**src/hdl/aih_consts.svh**
```systemverilog
`ifndef AIH_CONSTS_SVH
`define AIH_CONSTS_SVH
// Instruction lengths in bytes
`define AIH_LEN_SHORT      4'h2
`define AIH_LEN_GENERAL_OPERAND_16      4'h6
`define AIH_LEN_GENERAL_OPERAND_32      4'hA
// Short-form opcodes
`define AIH_OP_ACC_WAI     8'h0D
`define AIH_OP_ADD_IMM     8'h14
`define AIH_OP_ACC_IMM     8'h15
`define AIH_OP_ADD_STK     8'h16
`define AIH_OP_ACC_STK     8'h17
// General-form opcodes
`define AIH_OP_ADD_GEN     8'h23
`define AIH_OP_ACC_GEN     8'h33
`define AIH_OP_LOCK_GEN    8'h03
// Stack-cache word index of the accumulator (offset 4)
`define AIH_ACC_IDX        5'h01
// Narrow operand width for the 16-bit general form
`define AIH_NARROW_MSB     15
// Reset values
`define AIH_RST_WORD       32'h00000000
`define AIH_RST_IDX        5'h00
`endif

```
**src/hdl/aih_pkg.sv**
```systemverilog
package aih_pkg;
	// Source operand modes
	typedef enum logic [1:0] {SM_IMM, SM_WAI, SM_STK, SM_GEN} aih_smode_t;
	// Instruction as handed in by the issue stage
	typedef struct packed {
		logic [3:0]  len;        // Encoded length 2, 6 or 10
		logic [7:0]  opcode;     // Primary opcode
		logic [4:0]  src_fld;    // Short-form source field
		logic [4:0]  dst_fld;    // Short-form destination field
		logic [31:0] gsrc;       // Resolved general source value
		logic        gdst_mem;   // General destination in memory, outside stack cache
		logic [4:0]  gdst_idx;   // General destination word index in stack cache
		logic [31:0] gdst_addr;  // General destination memory address
	} aih_instr_t;
	// Decoded control
	typedef struct packed {
		logic       ok;          // Opcode recognised
		logic       acc;         // Result goes to accumulator
		logic       lock;        // Interlocked add
		logic       wide;        // 32-bit operands
		aih_smode_t smode;       // Source mode
		logic       dgen;        // Destination is a general operand
	} aih_dec_t;
	// Memory bus request
	typedef struct packed {
		logic        req;        // Access request, held until ack
		logic        we;         // Write when high
		logic        lock;       // Bus lock, arbiter grants no one else
		logic [31:0] addr;       // Byte address
		logic [31:0] wdata;      // Write data
	} aih_bus_t;
	// Memory bus response
	typedef struct packed {
		logic        ack;        // Access complete, one-cycle pulse
		logic [31:0] rdata;      // Read data, valid with ack
	} aih_bus_rsp_t;
	// Adder result
	typedef struct packed {
		logic        carry;      // Unsigned overflow
		logic        ovf;        // Signed overflow
		logic [31:0] sum;        // Untruncated sum
	} aih_add_t;
endpackage : aih_pkg

```
**src/hdl/aih_core.sv**
```systemverilog
`timescale 1ns/1ps
`default_nettype none
`include "aih_consts.svh"
// Functional notes
// - Flag tests see fresh carry, overflow
// - Narrow overflow may forward untruncated 17-bit value
// - Add writes destination; accumulator form writes accumulator
// - Carry on unsigned, overflow on signed overflow
// - Length 10 same opcodes, 32-bit width
// - Interlocked: destination gets sum, accumulator old
// - Lock from destination fetch to store done
// - No other access inside locked pair
// - Accumulator memory store after locked pair
// - Interlocked add keeps carry and overflow
// - Stack offset: word index, offsets 0..124
// - Scaled immediate zero-extended times four
// - Signed immediate is two's complement
// - Accumulator is stack word at offset 4
// - Drain pipeline before interlocked, admit none
// - Accumulator write wins when destination is accumulator
module aih_core (
	input  wire logic                  clk,
	input  wire logic                  sys_rst,
	input  wire logic                  instr_valid,
	input  wire aih_pkg::aih_instr_t   instr,
	output var  logic                  instr_ready,
	output var  logic                  instr_bad,
	output var  logic                  done,
	input  wire logic                  pipe_empty,
	input  wire logic                  acc_in_cache,
	input  wire logic [31:0]           acc_mem_addr,
	output var  aih_pkg::aih_bus_t     bus_out,
	input  wire aih_pkg::aih_bus_rsp_t bus_rsp,
	output var  logic                  carry_flag,
	output var  logic                  overflow_flag,
	output var  logic [31:0]           fwd_result,
	output var  logic                  fwd_valid
);
	import aih_pkg::*;

	typedef enum logic [3:0] {S_IDLE, S_DRAIN, S_READ, S_FETCH, S_MRD, S_EXEC, S_MWR, S_ACC, S_AWR} aih_state_t;

	// Opcode and length to control word
	function automatic aih_dec_t aih_decode(input logic [3:0] len, input logic [7:0] op);
		aih_dec_t d;
		d = '0;
		d.smode = SM_GEN;
		if (len == `AIH_LEN_SHORT)
		begin
			d.wide = 1'b1;                  // stack_offset_5 operands are words
			case (op)
				`AIH_OP_ACC_WAI: begin d.ok = 1'b1; d.acc = 1'b1; d.smode = SM_WAI; end
				`AIH_OP_ADD_IMM: begin d.ok = 1'b1; d.smode = SM_IMM; end
				`AIH_OP_ADD_STK: begin d.ok = 1'b1; d.smode = SM_STK; end
				`AIH_OP_ACC_IMM: begin d.ok = 1'b1; d.acc = 1'b1; d.smode = SM_IMM; end
				`AIH_OP_ACC_STK: begin d.ok = 1'b1; d.acc = 1'b1; d.smode = SM_STK; end
				default: d.ok = 1'b0;
			endcase
		end
		else if (len == `AIH_LEN_GENERAL_OPERAND_16 || len == `AIH_LEN_GENERAL_OPERAND_32)
		begin
			d.wide = (len == `AIH_LEN_GENERAL_OPERAND_32);
			d.dgen = 1'b1;
			case (op)
				`AIH_OP_ADD_GEN:  d.ok = 1'b1;
				`AIH_OP_ACC_GEN:  begin d.ok = 1'b1; d.acc = 1'b1; end
				`AIH_OP_LOCK_GEN: begin d.ok = 1'b1; d.lock = 1'b1; end
				default: d.ok = 1'b0;
			endcase
		end
		return d;
	endfunction : aih_decode

	// Add with flags at the operand width, sum kept untruncated
	function automatic aih_add_t aih_add(input logic [31:0] a, input logic [31:0] b, input logic wide);
		aih_add_t r;
		logic [32:0] s33;
		logic [16:0] s17;
		s33 = {1'b0, a} + {1'b0, b};
		s17 = {1'b0, a[15:0]} + {1'b0, b[15:0]};
		if (wide)
		begin
			r.sum   = s33[31:0];
			r.carry = s33[32];
			r.ovf   = (a[31] == b[31]) && (s33[31] != a[31]);
		end
		else
		begin
			r.sum   = {15'h0000, s17};          // Bit 16 kept for forwarding
			r.carry = s17[16];
			r.ovf   = (a[15] == b[15]) && (s17[15] != a[15]);
		end
		return r;
	endfunction : aih_add

	aih_state_t  state, next_state;        // Sequencer
	aih_instr_t  ins, next_ins;            // Latched instruction
	aih_dec_t    dec, next_dec;            // Latched decode
	logic [31:0] src_val, next_src_val;    // Source operand
	logic [31:0] dst_old, next_dst_old;    // Destination before the add
	logic [31:0] sum_w, next_sum_w;        // Value written to destination
	aih_bus_t    next_bus;                 // Bus request next value
	logic        next_ready, next_bad, next_done, next_carry, next_ovf, next_fwd_valid;
	logic [31:0] next_fwd;
	logic [4:0]  rf_a_idx, rf_b_idx;       // Register-file read indices
	logic [31:0] rf_a, rf_b;               // Register-file read data
	logic        rf_we;                    // Register-file write
	logic [4:0]  rf_widx;
	logic [31:0] rf_wdata;
	logic [4:0]  dst_idx;                  // Destination word index
	logic        dst_mem;                  // Destination lies on the bus
	aih_add_t    res;                      // Adder output

	assign dst_idx = dec.dgen ? ins.gdst_idx : ins.dst_fld;
	assign dst_mem = dec.dgen && ins.gdst_mem;
	assign res     = aih_add(src_val, dst_old, dec.wide);

	aih_regfile u_rf (
		.clk       (clk),
		.sys_rst   (sys_rst),
		.rd_a_idx  (rf_a_idx),
		.rd_b_idx  (rf_b_idx),
		.rd_a_data (rf_a),
		.rd_b_data (rf_b),
		.wr_en     (rf_we),
		.wr_idx    (rf_widx),
		.wr_data   (rf_wdata)
	);

	// Next-state, operand and bus logic
	always_comb
	begin
		next_state     = state;
		next_ins       = ins;
		next_dec       = dec;
		next_src_val   = src_val;
		next_dst_old   = dst_old;
		next_sum_w     = sum_w;
		next_bus       = bus_out;
		next_bad       = 1'b0;
		next_done      = 1'b0;
		next_carry     = carry_flag;
		next_ovf       = overflow_flag;
		next_fwd       = fwd_result;
		next_fwd_valid = 1'b0;
		rf_a_idx       = ins.src_fld;
		rf_b_idx       = dst_idx;
		rf_we          = 1'b0;
		rf_widx        = dst_idx;
		rf_wdata       = sum_w;
		case (state)
			S_IDLE:
			begin
				if (instr_valid)
				begin
					next_ins = instr;
					next_dec = aih_decode(instr.len, instr.opcode);
					if (!next_dec.ok)
						next_bad = 1'b1;             // Unknown opcode, dropped
					else if (next_dec.lock)
						next_state = S_DRAIN;
					else
						next_state = S_READ;
				end
			end
			S_DRAIN:
			begin
				// Older instructions must leave before the interlock starts
				if (pipe_empty)
					next_state = S_READ;
			end
			S_READ:
				next_state = S_FETCH;                // Read indices presented
			S_FETCH:
			begin
				case (dec.smode)
					SM_IMM:  next_src_val = {{27{ins.src_fld[4]}}, ins.src_fld};
					SM_WAI:  next_src_val = {25'h0000000, ins.src_fld, 2'b00};
					SM_STK:  next_src_val = rf_a;
					default: next_src_val = ins.gsrc;
				endcase
				next_dst_old = rf_b;
				if (dst_mem)
				begin
					// Destination fetch, locked when interlocked
					next_bus.req  = 1'b1;
					next_bus.we   = 1'b0;
					next_bus.lock = dec.lock;
					next_bus.addr = ins.gdst_addr;
					next_state    = S_MRD;
				end
				else
					next_state = S_EXEC;
			end
			S_MRD:
			begin
				if (bus_rsp.ack)
				begin
					next_bus.req = 1'b0;
					next_dst_old = bus_rsp.rdata;
					next_state   = S_EXEC;
				end
			end
			S_EXEC:
			begin
				// Narrow destination keeps its upper half
				next_sum_w = dec.wide ? res.sum : {dst_old[31:16], res.sum[`AIH_NARROW_MSB:0]};
				next_fwd       = res.sum;
				next_fwd_valid = 1'b1;
				if (!dec.lock)
				begin
					next_carry = res.carry;
					next_ovf   = res.ovf;
				end
				// Accumulator form reads a memory destination but never writes it back
				if (dst_mem && !dec.acc)
				begin
					next_bus.req   = 1'b1;
					next_bus.we    = 1'b1;
					next_bus.wdata = dec.wide ? res.sum : {dst_old[31:16], res.sum[`AIH_NARROW_MSB:0]};
					next_state     = S_MWR;
				end
				else
				begin
					rf_we    = 1'b1;
					rf_widx  = dec.acc ? `AIH_ACC_IDX : dst_idx;
					rf_wdata = dec.wide ? res.sum : {dst_old[31:16], res.sum[`AIH_NARROW_MSB:0]};
					if (dec.lock)
						next_state = S_ACC;
					else
					begin
						next_done  = 1'b1;
						next_state = S_IDLE;
					end
				end
			end
			S_MWR:
			begin
				if (bus_rsp.ack)
				begin
					next_bus.req  = 1'b0;
					next_bus.we   = 1'b0;
					next_bus.lock = 1'b0;
					if (dec.lock)
						next_state = S_ACC;
					else
					begin
						next_done  = 1'b1;
						next_state = S_IDLE;
					end
				end
			end
			S_ACC:
			begin
				// Old value to accumulator, written last so it wins
				if (acc_in_cache)
				begin
					rf_we      = 1'b1;
					rf_widx    = `AIH_ACC_IDX;
					rf_wdata   = dst_old;
					next_done  = 1'b1;
					next_state = S_IDLE;
				end
				else
				begin
					next_bus.req   = 1'b1;
					next_bus.we    = 1'b1;
					next_bus.lock  = 1'b0;
					next_bus.addr  = acc_mem_addr;
					next_bus.wdata = dst_old;
					next_state     = S_AWR;
				end
			end
			S_AWR:
			begin
				if (bus_rsp.ack)
				begin
					next_bus.req = 1'b0;
					next_bus.we  = 1'b0;
					next_done    = 1'b1;
					next_state   = S_IDLE;
				end
			end
			default:
				next_state = S_IDLE;
		endcase
		// Nothing is admitted until the current add completes
		next_ready = (next_state == S_IDLE);
	end

	// State registers
	always_ff @(posedge clk or posedge sys_rst)
	begin
		if (sys_rst)
		begin
			state         <= S_IDLE;
			ins           <= '0;
			dec           <= '0;
			src_val       <= `AIH_RST_WORD;
			dst_old       <= `AIH_RST_WORD;
			sum_w         <= `AIH_RST_WORD;
			bus_out       <= '0;
			instr_ready   <= 1'b0;
			instr_bad     <= 1'b0;
			done          <= 1'b0;
			carry_flag    <= 1'b0;
			overflow_flag <= 1'b0;
			fwd_result    <= `AIH_RST_WORD;
			fwd_valid     <= 1'b0;
		end
		else
		begin
			state         <= next_state;
			ins           <= next_ins;
			dec           <= next_dec;
			src_val       <= next_src_val;
			dst_old       <= next_dst_old;
			sum_w         <= next_sum_w;
			bus_out       <= next_bus;
			instr_ready   <= next_ready;
			instr_bad     <= next_bad;
			done          <= next_done;
			carry_flag    <= next_carry;
			overflow_flag <= next_ovf;
			fwd_result    <= next_fwd;
			fwd_valid     <= next_fwd_valid;
		end
	end
endmodule : aih_core
`default_nettype wire

```
**src/hdl/aih_regfile.sv**
```systemverilog
`timescale 1ns/1ps
`default_nettype none
`include "aih_consts.svh"
module aih_regfile (
	input  wire logic        clk,
	input  wire logic        sys_rst,
	input  wire logic [4:0]  rd_a_idx,
	input  wire logic [4:0]  rd_b_idx,
	output var  logic [31:0] rd_a_data,
	output var  logic [31:0] rd_b_data,
	input  wire logic        wr_en,
	input  wire logic [4:0]  wr_idx,
	input  wire logic [31:0] wr_data
);
	logic [31:0] mem [0:31];    // Stack-cache words, offsets 0..124
	// Array has no reset; software fills it before use
	always_ff @(posedge clk)
	begin
		if (wr_en)
			mem[wr_idx] <= wr_data;
	end
	// Registered read ports, one cycle latency
	always_ff @(posedge clk or posedge sys_rst)
	begin
		if (sys_rst)
		begin
			rd_a_data <= `AIH_RST_WORD;
			rd_b_data <= `AIH_RST_WORD;
		end
		else
		begin
			rd_a_data <= mem[rd_a_idx];
			rd_b_data <= mem[rd_b_idx];
		end
	end
endmodule : aih_regfile
`default_nettype wire

```
**config.mk**
```make
export PLATFORM = sky130hd
export DESIGN_NAME = aih_core
export DESIGN_NICKNAME = d
export VERILOG_FILES = /design/src/hdl/aih_pkg.sv /design/src/hdl/aih_core.sv /design/src/hdl/aih_regfile.sv
export VERILOG_INCLUDE_DIRS = /design/src /design/src/hdl
export SDC_FILE = /design/constraint.sdc
export NUM_CORES = 2
export LEC_CHECK = 0
export BUFFER_PORTS_ARGS = -buffer_cell sky130_fd_sc_hd__buf_2
export CELL_PAD_IN_SITES_DETAIL_PLACEMENT = 1
export CELL_PAD_IN_SITES_GLOBAL_PLACEMENT = 1
export CORE_MARGIN = 3
export CORE_UTILIZATION = 50
export CTS_BUF_LIST = sky130_fd_sc_hd__clkbuf_8
export DETAILED_ROUTE_END_ITERATION = 6
export PLACE_DENSITY_LB_ADDON = 0.05
export SETUP_SLACK_MARGIN = 0.5
export SYNTH_ARGS = -nofsm -noshare
export SYNTH_HDL_FRONTEND = slang
export SYNTH_SLANG_ARGS = --single-unit
```
**constraint.sdc**
```tcl
create_clock -name clk -period 12.3 [get_ports clk]
set_input_delay 0.615 -clock clk [delete_from_list [all_inputs] [get_ports clk]]
set_output_delay 0.615 -clock clk [all_outputs]
set_load 0.02 [all_outputs]
```
# Word-level counts from Yosys, hierarchy flattened
# Memories as Yosys holds them, arrays and structs flattened. A register that Yosys moved wholly into a read port is not among the register bits.
# Cells that the tools add are included.
# classes
addsub	2
n_eq_ne	31
n_mux	68
bitwise	1
reduce_logical	28
# op_table
op	count
case mux 32 bit (2 select lines)	4
2-to-1 mux 32 bit	5
case mux 32 bit (3 select lines)	1
2-to-1 mux 67 bit	1
2-to-1 mux 4 bit	9
case mux 4 bit (9 select lines)	1
2-to-1 mux 35 bit	1
2-to-1 mux 34 bit	1
adder 32 x 32 -> 33 bit	1
equality test 8 x 5 -> 1 bit, second input constant	4
2-to-1 mux 1 bit	25
equality test 4 x 3 -> 1 bit, second input constant	5
2-to-1 mux 5 bit	4
adder 16 x 16 -> 17 bit	1
equality test 8 x 6 -> 1 bit, second input constant	2
2-to-1 mux 2 bit	7
equality test 4 x 2 -> 1 bit, second input constant	3
inequality test 2 bit, second input constant	6
case mux 5 bit (2 select lines)	1
equality test 4 bit, second input constant	2
equality test 8 x 2 -> 1 bit, second input constant	1
equality test 8 x 4 -> 1 bit, second input constant	1
zero test 4 bit	2
AND reduction 7 bit	1
28 further kinds	41
# totals
register_bits	291
ram_bits	1024
output_inout_bits	105
elab_cells	158
mem_count	1
# mem_list
memory	depth	width	read_ports	rd_clocked_by_memory_dff	wr	line	text
u_rf.mem	32	32	2	2	1	aih_regfile.sv:15	logic [31:0] mem [0:31];

# Logic depth before layout (Yosys ltp)
# depth
word_depth	12
ltp_mapped	11
depth_no_buf	11

# Hierarchy
# From an unflattened synthesis, not the netlist that was laid out.
# unflattened
cells_unflattened	5149
hier_area_um2	64958.6
# by_module_without_submodules
module	n_inst	cells_per_inst	area_per_inst_um2	seq_area_each_um2
aih_regfile	1	3451	50369.6	32351.0
aih_core	1	1698	14589.0	6881.6

# Least setup slack after synthesis
# No wires, ideal clock.
# synth_timing
path_type	reg2reg
startpoint	register dst_old[0]
endpoint	memory u_rf.mem[0][26] (data pin)
arrival_ns	3.589
setup_slack_ns	8.257
stages_incl_launch_ff	12
n_path_buf	0
synth_period_minus_slack_ns	4.043
cell_sequence	dfrtp_1 > ha_1 > inv_1 > fa_1 > nor2b_1 > o211ai_1 > nand3b_1 > a21oi_1 > o31a_2 > o31a_2 > xnor2_1 > o21ai_0
# synth_between
elab_chain_len	5
# synth_lines
item	line	text
start: declaration	aih_core.sv:100	logic [31:0] dst_old, next_dst_old;
start signal: assignment	aih_core.sv:300	dst_old <= `AIH_RST_WORD;
start signal: assignment	aih_core.sv:317	dst_old <= next_dst_old;
adder 32 x 32 -> 33 bit	aih_core.sv:79	s33 = {1'b0, a} + {1'b0, b};
2-to-1 mux 34 bit	aih_core.sv:81	if (wide)
2-to-1 mux 32 bit	aih_core.sv:227	rf_wdata = dec.wide ? res.sum : {dst_old[31:16], res.sum[`AIH_NARROW_MSB:0]};
2-to-1 mux 32 bit	aih_core.sv:216	if (dst_mem && !dec.acc)
case mux 32 bit (2 select lines)	aih_core.sv:151	case (state)
via rf_wdata[26]	aih_core.sv:109	logic [31:0] rf_wdata;
end: declaration	aih_regfile.sv:15	
# The timed path passes the listed nets, and every way through them passes these cells.

# Worst setup path after layout
# layout_timing
startpoint	register state[3]
endpoint	memory u_rf.mem[30][29] (enable)
# layout_between
elab_chain_len	4
word_cells_on_any_way	6
cone_classes	2 x eq/ne; 4 x mux
# layout_lines
item	line	text
start: declaration	aih_core.sv:96	aih_state_t state, next_state;
start signal: assignment	aih_core.sv:313	state <= next_state;
equality test 4 x 3 -> 1 bit	aih_core.sv:151	
case mux 1 bit (2 select lines)	aih_core.sv:151	
2-to-1 mux 1 bit	aih_regfile.sv:19	if (wr_en)
2-to-1 mux 1 bit (implied by the code)	aih_regfile.sv:20	mem[wr_idx] <= wr_data;
# Parallel ways exist; a longest one is shown, timed or not.

==> insert_results.sql <==
INSERT INTO impl_metrics (metric_group, metric, value, unit) VALUES
('status', 'outcome', 'complete, no violations', ''),
('timing', 'timing.final.crit_period', '5.07', 'ns'),
('yosys', 'synthTopCellsByArea', 'edfxtp_1 (48%), mux4_2 (21%), dfrtp_1 (13%)', ''),
('worst_hold_path', 'holdCritPathClass', 'input port to register', ''),
('die', 'initial_standard_cell_utilization_of_the_core', '50.4', '%'),
('cells_and_area', 'layout.nets', '4726', ''),
('place', 'place.detailed.hpwl', '137000', 'um'),
('yosys', 'synthDominantAreaCellType', 'edfxtp_1', ''),
('timing', 'setup_viol_count_final', '0', ''),
('cells_and_area', 'final.fill_count', '11800', ''),
('cts', 'cts.hold.buffers_added', '151', ''),
('grt', 'gr-total-overflow', '0', ''),
('yosys', 'synth-edff-count', '1024', ''),
('setup_path', 'number_of_buffers_and_inverters_on_the_critical_path', '2', ''),
('drt', 'detail-route-antenna-nets', '0', ''),
('power_and_ir_drop', 'vdd_drop_max', '0.000164', 'V'),
('yosys', 'synth_ff_type', 'edfxtp_1', ''),
('drt', 'drc', '0', ''),
('grt', 'grt_max_degree', '159', ''),
('die', 'die_width', '362', 'um'),
('yosys', 'synth_common_cells', 'edfxtp_1 (1,024), nand2_1 (789), mux4_2 (580)', ''),
('die', 'die_area', '0.131', 'mm2'),
('power_and_ir_drop', 'power_leakage', '26.0', 'nW'),
('place', 'routabilityCongestion', '0.872', ''),
('power_and_ir_drop', 'power.density_cell_area', '269', 'mW/mm2'),
('yosys', 'ys_types', '72', ''),
('timing', 'rsz0062_at_grt', 'false', ''),
('cts', 'cts.root.buffer_cell', 'clkbuf_8', ''),
('setup_path', 'critical_path.cell_chain', 'nor2b_4, nand2_1, nor2_4, buf_4, and2_1, buf_4, a21oi_2, nand4_1, nor2_4', ''),
('grt', 'grt_pass1_vias', '41900', ''),
('setup_path', 'timing_worst_setup_path_type', 'register to register', ''),
('cts', 'cts_resized', '0', ''),
('timing', 'timing.final.hold_violations', '0', ''),
('drt', 'detail_route.wl_per_cell', '32.4', 'um'),
('drt', 'routed-via-count', '40600', ''),
('drt', 'dr.first_iter.drc_count', '4879', ''),
('yosys', 'mapped_area', '0.0634', 'mm2'),
('yosys', 'ys.warnings.count', '0', ''),
('place', 'placed_cells_incl_taps', '5803', ''),
('flow_run', 'drv.max_cap_violation_count', '0', ''),
('yosys', 'syn_nets', '4307', ''),
('cts', 'clk_latency', '0.95', 'ns'),
('cts', 'max-clock-path-buffers', '3', ''),
('timing', 'actual_slew_at_the_worst_max_slew_pin', '1.29', 'ns'),
('drt', 'drt_pre_antenna_iters', '6', ''),
('cells_and_area', 'drive_gt1_share', '28.8', '%'),
('die', 'floorplan.core_area', '0.126', 'mm2'),
('timing', 'final_layout_setup_total_negative_slack', '0', 'ns'),
('cts', 'tritoncts', 'yes', ''),
('yosys', 'synth.yosys.seq_area_share', '61.9', '%'),
('die', 'pin_count', '267', ''),
('yosys', 'synth.ff_latch_count', '1363', ''),
('setup_path', 'timing.critical_path.arrival', '5.60', 'ns'),
('cts', 'clkSlewWorstSetupHoldPaths', '0.06', 'ns'),
('drt', 'wl', '207000', 'um'),
('grt', 'grt_antenna_before_repair', '23', ''),
('die', 'floorplan.die.height', '362', 'um'),
('cells_and_area', 'final_cells', '6366', ''),
('timing', 'worst_slew_margin_rel', '14.3', '%'),
('cells_and_area', 'synthToLayoutAreaGrowth', '13.9', '%'),
('yosys', 'number_of_standard_cells_after_synthesis', '4112', ''),
('cts', 'cts.repair_timing.setup_buffer_count', '0', ''),
('setup_path', 'critical_path.slowest_cell', 'nor2_4', ''),
('timing', 'maxSlewViolCount', '0', ''),
('setup_path', 'critical_path_peak_fanout', '59', ''),
('grt', 'total_grt_usage', '31.8', '%'),
('die', 'row_count', '130', ''),
('yosys', 'synthArstFlopShare', '24.9', '%'),
('cts', 'clkSinkCount', '1363', ''),
('grt', 'global_route_wire_length_before_repair', '298000', 'um'),
('setup_path', 'critical_path.top_delay_family', 'simple AND/OR/NAND/NOR gates', '');
==> worst paths after layout <==
path | from | endpoint | depth (start not counted) | slack (ns)
max | state[3] | u_rf.mem[30][29] | 9 | 7.23
min reg2reg | bus_out[10] | bus_out[10] | 2 | 0.47
max reg2reg | state[3] | u_rf.mem[30][29] | 9 | 7.23
max in group asynchronous | sys_rst | rf_a_idx[2] | 5 | 9.57
min | bus_rsp[7] | dst_old[7] | 3 | 0.1
min in group asynchronous | sys_rst | sum_w[25] | 3 | 0.41
==> final cells by class <==
| class | instances | area [um2] | share of cell area (%) |
|---|---|---|---|
| sequential | 1363 | 39300 | 54.3 |
| multi-input combinational | 2418 | 23200 | 32.2 |
| timing repair buffer | 500 | 3530 | 4.88 |
| clock buffer | 240 | 3300 | 4.57 |
| tap | 1650 | 2060 | 2.86 |
| clock inverter | 169 | 739 | 1.02 |
| inverter | 24 | 97.6 | 0.135 |
| antenna | 2 | 5.00 | 0.00693 |
==> worst register-to-register path: stages (launching register included) <==
cell and delay [ns]:
dfrtp_1 0.61, nor2b_4 0.13, nand2_1 0.24, nor2_4 0.04
buf_4 0.33, and2_1 0.27, buf_4 0.22, a21oi_2 0.48
nand4_1 1.00, nor2_4 1.35
==> per-layer routing <==
layer	global-route usage [%]	up-vias	wire length (um)
li1	-	16900	-
met1	44.3	21300	82300
met2	46.6	2095	92200
met3	13.7	252	27800
met4	7.40	4	4240
met5	0	-	24
==> where the power goes <==
part	switching, mW	total (mW)	internal, mW
clock network	1.83	3.64	1.81
registers	0.596	6.69	6.09
logic	5.82	9.14	3.32
total	8.25	19.5	11.2
==> flip-flops by register name, summed over array words and instances, names as in the netlist <==
| register | count |
|---|---|
| u_rf.rd_b_data | 32 |
| bus_out | 67 |
| dst_old | 32 |
| fwd_result | 32 |
| fwd_valid | 1 |
| done | 1 |
| u_rf.rd_a_data | 32 |
| instr_bad | 1 |
| rf_a_idx | 5 |
| overflow_flag | 1 |
| state | 4 |
| dec | 6 |
| src_val | 32 |
| carry_flag | 1 |
| sum_w | 16 |
| u_rf.mem | 1024 |
| ins | 75 |
| instr_ready | 1 |
==> per-stage QoR <==
step           util (%)  instance area [um2]  setup slack, ns  hold WS (ns)  power [mW]
6_report           57.4                72200             7.23        0.0992        19.5
5_1_grt            57.4                72200             7.03        0.0779        20.4
4_1_cts            57.4                72200             7.28        0.0168        19.4
3_5_place_dp       53.0                66700             7.29         0.462        15.7
3_3_place_gp       53.0                66700             7.40         0.456        15.6
2_1_floorplan         -                63400             2.29         0.440        12.3
==> cells in the final DEF, fill, tap and decap left out, types with 8 or more instances in the layout <==
master	instances
clkbuf_8	240
a21oi_1	115
xnor2_1	19
buf_4	78
ha_1	32
nor2_4	35
inv_1	117
o211ai_1	8
dfrtp_1	333
nor2_1	113
o21ai_4	17
xor2_1	10
o21a_1	8
clkinv_2	14
nand4_1	10
nand3_1	186
and3_1	27
dlygate4sd3_1	151
a21o_1	13
buf_2	266
mux2_2	61
o21ai_2	9
clkinv_1	49
o21ai_0	151
mux2i_1	42
nor3_1	19
nand2b_1	11
edfxtp_1	1024
nand2_1	789
mux4_2	580
a31oi_1	41
a22oi_1	23
==> kinds of logic (layout without fill, tap and decap cells) <==
logic type / count (synthesis) / after routing / synth area share [%]
AO/OA/AOI/OAI: 442 / 442 / 4.16
XOR/XNOR: 29 / 29 / 0.401
adder cells (fa/ha/maj): 33 / 33 / 0.663
buffers and inverters: 331 / 933 / 2.39
flip-flops: 1363 / 1363 / 61.9
multiplexers: 690 / 690 / 22.5
other: 0 / 2 / 0
AND/OR/NAND/NOR: 1224 / 1224 / 8.04
(Power assumes the default switching activity.)
